===== config.mk =====
export PLATFORM = sky130hd
export DESIGN_NAME = lurc_reset_ctrl
export DESIGN_NICKNAME = d
export VERILOG_FILES = /design/src/hw/lurc_reset_ctrl.v
export VERILOG_INCLUDE_DIRS = /design/src /design/src/shared
export SDC_FILE = /design/constraint.sdc
export NUM_CORES = 1
export LEC_CHECK = 0
export BUFFER_PORTS_ARGS = -buffer_cell sky130_fd_sc_hd__buf_4
export CAP_MARGIN = 20
export CORE_UTILIZATION = 50
export DETAILED_ROUTE_END_ITERATION = 7
export GPL_ROUTABILITY_DRIVEN = 0
export HOLD_SLACK_MARGIN = 0.02
export PLACE_DENSITY_LB_ADDON = 0.2
export SLEW_MARGIN = 10
export SYNTH_ARGS = -nofsm -noshare
export SYNTH_HDL_FRONTEND = slang
export SYNTH_SLANG_ARGS = --single-unit

===== constraint.sdc =====
create_clock -name clk -period 2.6 [get_ports clk]
set_input_delay 0 -clock clk [delete_from_list [all_inputs] [get_ports clk]]
set_output_delay 0 -clock clk [all_outputs]
set_load 0.03 [all_outputs]

===== src/shared/lurc_consts.vh =====
`ifndef LURC_CONSTS_VH
`define LURC_CONSTS_VH

// Timing figures and their cycle counts at the master clock rate.
`define LURC_CLK_PERIOD_NS   50
`define LURC_POR_TIME_US     1000
`define LURC_SWRST_TIME_NS   1000
`define LURC_POR_CYCLES      ((`LURC_POR_TIME_US * 1000) / `LURC_CLK_PERIOD_NS)
`define LURC_SWRST_CYCLES    (`LURC_SWRST_TIME_NS / `LURC_CLK_PERIOD_NS)

// Configuration write field selectors.
`define LURC_FLD_CHCFG       3'h0
`define LURC_FLD_TXTERM      3'h1
`define LURC_FLD_RXTERM      3'h2
`define LURC_FLD_SYSFMT      3'h3
`define LURC_FLD_INTMASK     3'h4
`define LURC_FLD_GPIODIR     3'h5
`define LURC_FLD_GLBRST      3'h6
`define LURC_FLD_HOSTDRV     3'h7

// Channel configuration bit positions.
`define LURC_CHCFG_MODE_BIT  0
`define LURC_CHCFG_RST_BIT   1

// Termination codes.
`define LURC_TERM_T1_100     3'h0
`define LURC_TERM_J1_110     3'h1
`define LURC_TERM_E1_120     3'h2
`define LURC_TERM_E1_75      3'h3

// Reset values.
`define LURC_MODE_RST        1'h0
`define LURC_SYSFMT_RST      1'h0
`define LURC_TERM_RST        3'h0
`define LURC_INTMASK_RST     8'hff
`define LURC_GPIODIR_RST     2'h0

`endif


===== src/hw/lurc_reset_ctrl.v =====
// Summary of operation
// - Four reset sources: power-on, pin, global, channel.
// - Global resets clear everything; channel reset one channel.
// - Line pins high impedance during any reset.
// - Reset returns line mode to T1/J1.
// - Reset sets system side dual-rail NRZ.
// - Global reset makes host bus, GPIO inputs.
// - Resets clear state machines in their scope.
// - Resets mask interrupt sources in their scope.
// - Channel reset keeps line mode bit.
// - Power-on ends within 1 ms with clock.
// - Reset lasts while the pin is low.
// - Global reset register write, done within 1 us.
// - Channel reset bit self-clears within 1 us.
// - Channel reset leaves common logic, others alone.
// - Output and impedance pins act asynchronously.
// - Termination codes decode to four cable types.
// - Returning master clock triggers full reset.
`include "lurc_consts.vh"
`default_nettype none

module lurc_reset_ctrl #(
  parameter NUM_CH     = 16,
  parameter CH_W       = 4,
  parameter POR_CYCLES = `LURC_POR_CYCLES
) (
  input  wire                clk,
  input  wire                rst_n,
  input  wire                hwResetPin_n,
  input  wire                mclkPresent,
  input  wire                outputEnablePin,
  input  wire                rxImpedancePin,
  input  wire                cfgWr,
  input  wire [2:0]          cfgField,
  input  wire [CH_W-1:0]     cfgChan,
  input  wire [7:0]          cfgData,
  output wire                globalReset,
  output wire [NUM_CH-1:0]   chanReset,
  output wire [NUM_CH-1:0]   lineModeE1_ff,
  output wire [NUM_CH-1:0]   channelResetBit_ff,
  output wire [NUM_CH-1:0]   sysSingleRail_ff,
  output wire [8*NUM_CH-1:0] intMask_ff,
  output wire [3*NUM_CH-1:0] txTerm_ff,
  output wire [3*NUM_CH-1:0] rxTerm_ff,
  output wire [4*NUM_CH-1:0] txTermSel,
  output wire [4*NUM_CH-1:0] rxTermSel,
  output wire [NUM_CH-1:0]   txLineOe,
  output wire [NUM_CH-1:0]   rxLineEn,
  output reg                 hostBusOe_ff,
  output reg  [1:0]          gpioDir_ff
);

  localparam POR_W = 32;
  localparam SW_W  = 8;
  localparam [31:0]     SW_CYC32  = `LURC_SWRST_CYCLES;
  localparam [SW_W-1:0] SW_CYCLES = SW_CYC32[SW_W-1:0];
  // Channel reset stands SW_CYCLES cycles from the write edge.
  localparam [SW_W-1:0] CH_LAST   = SW_CYCLES - 8'h01;
  // Global release lands one cycle behind the counter, so stop a cycle early.
  localparam [SW_W-1:0] GSW_LAST  = SW_CYCLES - 8'h02;
  localparam [POR_W-1:0] POR_LAST = POR_CYCLES - 1;

  // One-hot cable type from a termination code: T1 100, J1 110, E1 120, E1 75.
  function [3:0] termDecode;
    input [2:0] code;
    begin
      case (code)
        `LURC_TERM_T1_100: termDecode = 4'h1;
        `LURC_TERM_J1_110: termDecode = 4'h2;
        `LURC_TERM_E1_120: termDecode = 4'h4;
        `LURC_TERM_E1_75:  termDecode = 4'h8;
        default:           termDecode = 4'h0;
      endcase
    end
  endfunction

  // Write strobe aimed at one configuration field.
  function fieldWr;
    input       wr;
    input [2:0] fld;
    input [2:0] want;
    begin
      fieldWr = wr && (fld == want);
    end
  endfunction

  // Three-stage synchronisers for the reset pin and the clock monitor.
  reg  [2:0]        hwSync_ff;
  reg  [2:0]        mclkSync_ff;
  reg               hwLow_ff;
  reg               mclkOk_ff;
  reg               porActive_ff;
  reg  [POR_W-1:0]  porCnt_ff;
  reg               gswActive_ff;
  reg  [SW_W-1:0]   gswCnt_ff;
  reg               gRst_ff;
  wire              gRstReq;
  wire              gswStart;

  always @(posedge clk) begin
    if (!rst_n) begin
      hwSync_ff <= 3'h7;
      hwLow_ff  <= 1'h0;
    end else begin
      hwSync_ff <= {hwSync_ff[1:0], hwResetPin_n};
      if (hwSync_ff[1] == hwSync_ff[2]) begin
        hwLow_ff <= ~hwSync_ff[2];
      end
    end
  end

  // Clock monitor synchroniser.
  always @(posedge clk) begin
    if (!rst_n) begin
      mclkSync_ff <= 3'h0;
      mclkOk_ff   <= 1'h0;
    end else begin
      mclkSync_ff <= {mclkSync_ff[1:0], mclkPresent};
      if (mclkSync_ff[1] == mclkSync_ff[2]) begin
        mclkOk_ff <= mclkSync_ff[2];
      end
    end
  end

  // Power-on reset: held without a master clock, restarted when it returns.
  always @(posedge clk) begin
    if (!rst_n) begin
      porActive_ff <= 1'h1;
      porCnt_ff    <= {POR_W{1'b0}};
    end else if (!mclkOk_ff) begin
      porActive_ff <= 1'h1;
      porCnt_ff    <= {POR_W{1'b0}};
    end else if (porActive_ff) begin
      if (porCnt_ff >= POR_LAST) begin
        porActive_ff <= 1'h0;
      end else begin
        porCnt_ff <= porCnt_ff + {{(POR_W-1){1'b0}}, 1'b1};
      end
    end
  end

  // Start of global software reset; refused while a global reset already runs.
  assign gswStart = fieldWr(cfgWr, cfgField, `LURC_FLD_GLBRST) && !gRst_ff;

  // Global software reset, any data value starts it.
  always @(posedge clk) begin
    if (!rst_n) begin
      gswActive_ff <= 1'h0;
      gswCnt_ff    <= {SW_W{1'b0}};
    end else if (gswStart) begin
      gswActive_ff <= 1'h1;
      gswCnt_ff    <= {SW_W{1'b0}};
    end else if (gswActive_ff) begin
      if (gswCnt_ff >= GSW_LAST) begin
        gswActive_ff <= 1'h0;
      end else begin
        gswCnt_ff <= gswCnt_ff + 8'h01;
      end
    end
  end

  // Any global source holds the merged request.
  assign gRstReq = porActive_ff | hwLow_ff | gswActive_ff;

  // All global reset sources merge into one register so release is on one edge.
  always @(posedge clk) begin
    if (!rst_n) begin
      gRst_ff <= 1'h1;
    end else begin
      gRst_ff <= gRstReq;
    end
  end

  // Global reset flag for all common logic.
  assign globalReset = gRst_ff;

  // Common host-side pins, untouched by channel resets.
  always @(posedge clk) begin
    if (!rst_n || gRst_ff) begin
      hostBusOe_ff <= 1'h0;
    end else if (fieldWr(cfgWr, cfgField, `LURC_FLD_HOSTDRV)) begin
      hostBusOe_ff <= cfgData[0];
    end
  end

  // General-purpose pin directions.
  always @(posedge clk) begin
    if (!rst_n || gRst_ff) begin
      gpioDir_ff <= `LURC_GPIODIR_RST;
    end else if (fieldWr(cfgWr, cfgField, `LURC_FLD_GPIODIR)) begin
      gpioDir_ff <= cfgData[1:0];
    end
  end

  // One slice of channel registers and line gating per channel.
  genvar i;
  generate
    for (i = 0; i < NUM_CH; i = i + 1) begin : gCh
      // Channel index as a constant of the select width.
      localparam [CH_W-1:0] CH_IDX = i;
      reg             chBit_ff;
      reg  [SW_W-1:0] chCnt_ff;
      reg             mode_ff;
      reg             sysFmt_ff;
      reg  [7:0]      mask_ff;
      reg  [2:0]      txCode_ff;
      reg  [2:0]      rxCode_ff;
      wire            chSel;
      wire            channel_reset_bit;
      wire            chStart;

      // Writes reach a channel only outside global reset and its own channel reset.
      assign chSel   = cfgWr && (cfgChan == CH_IDX) && !gRst_ff && !chBit_ff;
      assign chStart = chSel && (cfgField == `LURC_FLD_CHCFG) && cfgData[`LURC_CHCFG_RST_BIT];
      assign channel_reset_bit   = gRst_ff | chBit_ff;
      assign chanReset[i] = channel_reset_bit;

      // Channel reset bit reads high while the reset runs, then self-clears.
      always @(posedge clk) begin
        if (!rst_n || gRst_ff) begin
          chBit_ff <= 1'h0;
          chCnt_ff <= {SW_W{1'b0}};
        end else if (chStart) begin
          chBit_ff <= 1'h1;
          chCnt_ff <= {SW_W{1'b0}};
        end else if (chBit_ff) begin
          if (chCnt_ff >= CH_LAST) begin
            chBit_ff <= 1'h0;
          end else begin
            chCnt_ff <= chCnt_ff + 8'h01;
          end
        end
      end

      // Line mode is cleared only by global-class resets.
      always @(posedge clk) begin
        if (!rst_n || gRst_ff) begin
          mode_ff <= `LURC_MODE_RST;
        end else if (chSel && cfgField == `LURC_FLD_CHCFG) begin
          mode_ff <= cfgData[`LURC_CHCFG_MODE_BIT];
        end
      end

      // System side format returns to dual-rail on either reset scope.
      always @(posedge clk) begin
        if (!rst_n || channel_reset_bit) begin
          sysFmt_ff <= `LURC_SYSFMT_RST;
        end else if (chSel && cfgField == `LURC_FLD_SYSFMT) begin
          sysFmt_ff <= cfgData[0];
        end
      end

      // Interrupt masks are set on either reset scope.
      always @(posedge clk) begin
        if (!rst_n || channel_reset_bit) begin
          mask_ff <= `LURC_INTMASK_RST;
        end else if (chSel && cfgField == `LURC_FLD_INTMASK) begin
          mask_ff <= cfgData;
        end
      end

      // Termination codes return to defaults on either reset scope.
      always @(posedge clk) begin
        if (!rst_n || channel_reset_bit) begin
          txCode_ff <= `LURC_TERM_RST;
        end else if (chSel && cfgField == `LURC_FLD_TXTERM) begin
          txCode_ff <= cfgData[2:0];
        end
      end

      // Receive termination code.
      always @(posedge clk) begin
        if (!rst_n || channel_reset_bit) begin
          rxCode_ff <= `LURC_TERM_RST;
        end else if (chSel && cfgField == `LURC_FLD_RXTERM) begin
          rxCode_ff <= cfgData[2:0];
        end
      end

      // Register outputs, one driver per bit.
      assign channelResetBit_ff[i] = chBit_ff;
      assign lineModeE1_ff[i]      = mode_ff;
      assign sysSingleRail_ff[i]   = sysFmt_ff;
      assign intMask_ff[8*i +: 8]  = mask_ff;
      assign txTerm_ff[3*i +: 3]   = txCode_ff;
      assign rxTerm_ff[3*i +: 3]   = rxCode_ff;

      // Termination select per channel.
      assign txTermSel[4*i +: 4] = termDecode(txTerm_ff[3*i +: 3]);
      assign rxTermSel[4*i +: 4] = termDecode(rxTerm_ff[3*i +: 3]);

      // The pin controls reach the line drivers without passing any flip-flop.
      assign txLineOe[i] = outputEnablePin & ~channel_reset_bit;
      assign rxLineEn[i] = rxImpedancePin & ~channel_reset_bit;
    end
  endgenerate

endmodule // lurc_reset_ctrl

`default_nettype wire


==> impl_results.md <==
- Min-delay worst type: in2reg
- DRC Markers: 0
- CP max-delay cell: or4_4
- Cells along the critical path: ha_1 > and4_2 > o211a_1 > or4_4 > buf_4 > or4_1 > nand2_1
- Vias in the first global route: 17140
- Max incr delay on CP: 0.53 ns
- Reg clk slew, reported paths: 0.06 ns
- EDFF count, synth: 0
- DR pass1 iterations: 5
- Pin count of the biggest net entering global routing: 83
- IO Pins: 474
- Total power: 14.18 mW
- Max Fclk: 407.4 MHz
- Cts hold-fix bufs: 16
- Cell Area, Placed: 22510 um2
- Rel. slew slack: 0.2799
- Root Buffer: clkbuf_16
- DP Worst Slack: 0.1800 ns
- R2r setup slk: 0.15 ns
- Maxcap violations: 0
- Via Count: 18210
- Crit-path max FO: 15
- Starting density of the core: 0.5100
- Post-route ant nets: 0
- Clock network power share: 0.491
- Status: completed
- Worst Path Buf+Inv: 1
- IO buf count: 473
- Number of cells on the worst hold path: 5
- Arr. time, crit path: 2.95 ns
- Hold Slack: 0.09438 ns
- Setup TNS Final: 0 ns
- Post-route cell area: 24280 um2
- Net switching fraction of the power: 0.2096
- Fin. max-slew vios: 0
- Clock skew: 0.02339 ns
- Final period util: 0.9441
- Critical Path Source: porCnt_ff[0]
- CTS tree: done
- Worst-Margin Slew: 1.080 ns
- Syn_area_per_cell: 8.161 um2
- WL/cell: 19.60 um
- CORE AREA: 36790 um2
- Die Y: 195.7 um
- Internal: 11.21 mW
- Mapped Area: 18760 um2
- Gate power share: 0.018
- RSZ-0062 raised after global routing: false
- CP startpoint kind: register
- Critical R2R Launch: porCnt_ff[0]
- Net Count, Synth: 2340
- DR iter-0 viols: 1280
- Most frequent cells in the layout: buf_4, nand2_1, dfxtp_1
- R2R cell count: 7
- Cts bufs inserted: 46
- Post-synth top flop: dfxtp_1
- Most common cell after layout, fill and taps aside: buf_4
- Area growth from synthesis to layout: 29.40%
- Hold Path End: gCh[2].rxCode_ff[2]
- Grt ovf: 0
- First-pass GRT wire length: 96040 um
- Tmin final: 2.455 ns
- Min-Delay Startpoint: cfgChan[2]
- Net Sw Power: 2.971 mW
- P per Cell Area: 584.0 nW/um2
- H-Tree Depth: 2
- GRT Overall Usage: 0.3185
- Asr flop ratio synth: 0
- Setup Buffers After CTS: 0
- CP delay by family, top: simple AND/OR/NAND/NOR gates
- Final HPWL DP: 45510 um
- Final hold vios: 0
- Via density: 5.655
- Worst skew pair latency: 0.56 ns
- VDD IR max: 0.6655 mV
- Antenna violations before repair: 0
- Buffer depth of the longest clock path: 3
- Worst setup margin: 0.1454 ns
- Final net count: 2756
- Synth unique cells: 54
- Chip Width: 195.7 um
- Lkg Pwr: 10.26 nW
- Yosys reg bits: 454
- Reg2reg end: porCnt_ff[7]
- Die Area: 38300 um2
- Post-synthesis cell count: 2299
- Drt total wl: 63110 um
- Critical Path Sink Type: register
- Seq/Total Area, Yosys: 0.4844
- Synth warn: 0
- Ant. Diodes: 0
- Post-CTS Resized: 0
- Sequential Power Share: 0.491
- Num rows: 70
- Clock Sinks: 454
- Crit path kind: reg2reg
- Worst EP required: 3.09 ns
- Setup violations, final: 0
- Fraction of layout cells with a size suffix above 1: 0.2326
[metrics by stage]
step	std cells	util
CTS	3219	0.6600
global route	3219	0.6600
global placement	3119	0.6119
finish	3219	0.6600
floorplan	2299	-
detailed placement	3119	0.6119
[synth_stat cells, types with 17 or more instances]
master    number  area (um2)
nor3b_1       67       503.0
buf_4         64       480.5
a21oi_1      168       840.8
nand3_1      272        1361
nor3_1        41       205.2
and3_1        34       212.7
xor2_1        20       175.2
nand2_1      517        1941
nand2b_1      24       150.1
a41oi_1       17       148.9
and2_1        62       387.9
clkbuf_1     101       379.1
o31ai_1       22       165.2
mux2i_1       28       280.3
and3b_1       32       280.3
nor4b_1       17       148.9
xnor2_1       28       245.2
ha_1          19       237.7
nor2_1       192       720.7
dfxtp_1      454        9089
[worst max-delay path by stage]
stage	endpoint	slack, ns	depth (start not counted)
after floorplan	porCnt_ff[9]	0.39	6
after global placement	porCnt_ff[7]	0.21	7
after detailed placement	porCnt_ff[7]	0.18	7
after CTS	porCnt_ff[7]	0.15	7
after global routing	porCnt_ff[7]	0.07	7
final	porCnt_ff[7]	0.15	7
[power groups by stage]
stage | combinational (mW) | clock, mW | sequential (mW)
floorplan | 0.128 | 0 | 7.11
global placement | 0.229 | 0 | 7.11
detailed placement | 0.230 | 0 | 7.11
CTS | 0.252 | 7.03 | 6.96
global route | 0.269 | 7.34 | 6.96
finish | 0.258 | 6.96 | 6.96
[registers in the layout (all words and copies together) (netlist names)]
| name | cells |
|---|---|
| gCh.chBit_ff | 16 |
| mclkOk_ff | 1 |
| gCh.chCnt_ff | 128 |
| globalReset | 1 |
| gswActive_ff | 1 |
| gCh.sysFmt_ff | 16 |
| hwLow_ff | 1 |
| porCnt_ff | 32 |
| gCh.txCode_ff | 48 |
| hostBusOe_ff | 1 |
| gCh.mode_ff | 16 |
| hwSync_ff | 3 |
| gswCnt_ff | 8 |
| mclkSync_ff | 3 |
| porActive_ff | 1 |
| gCh.mask_ff | 128 |
| gCh.rxCode_ff | 48 |
| gpioDir_ff | 2 |
[area by class of cell]
class | count | area, um2
clock buffers | 65 | 1333
clock inverters | 19 | 275.3
fillers | 3080 | 12510
inverters | 15 | 56.30
multi-input cells | 1657 | 8800
flip-flops and latches | 454 | 9089
well taps | 468 | 585.6
repair buffers | 541 | 4139
[kinds of logic (layout without fill, tap and decap cells)]
logic type,after synthesis,in the layout,synth area share
AOI/OAI and AO/OA,231,231,0.06956
xor gates and xnor gates,48,48,0.02241
adders and majority gates,19,19,0.01267
buffers and inverters,188,640,0.05122
DFF,454,454,0.4844
muxes,28,28,0.01494
and+or+nand+nor,1331,1331,0.3448
[worst register-to-register path: cells and delay by family (launching register included)]
family,cells,cell delay (ns)
adders and majority gates,1,0.23
and+or+nand+nor,4,1.36
DFF,1,0.34
buffers and inverters,1,0.21
AOI/OAI and AO/OA,1,0.25
[metal layers]
layer	track usage	vias to the layer above	share of wire	wire length, um
met1	0.3887	8626	0.40	24990
met3	0.05467	204	0.078	4905
met5	0	-	0	0
li1	-	8599	-	-
met4	0.1843	0	0.059	3738
met2	0.5312	776	0.47	29480
Power figures use the tool's default switching activity.
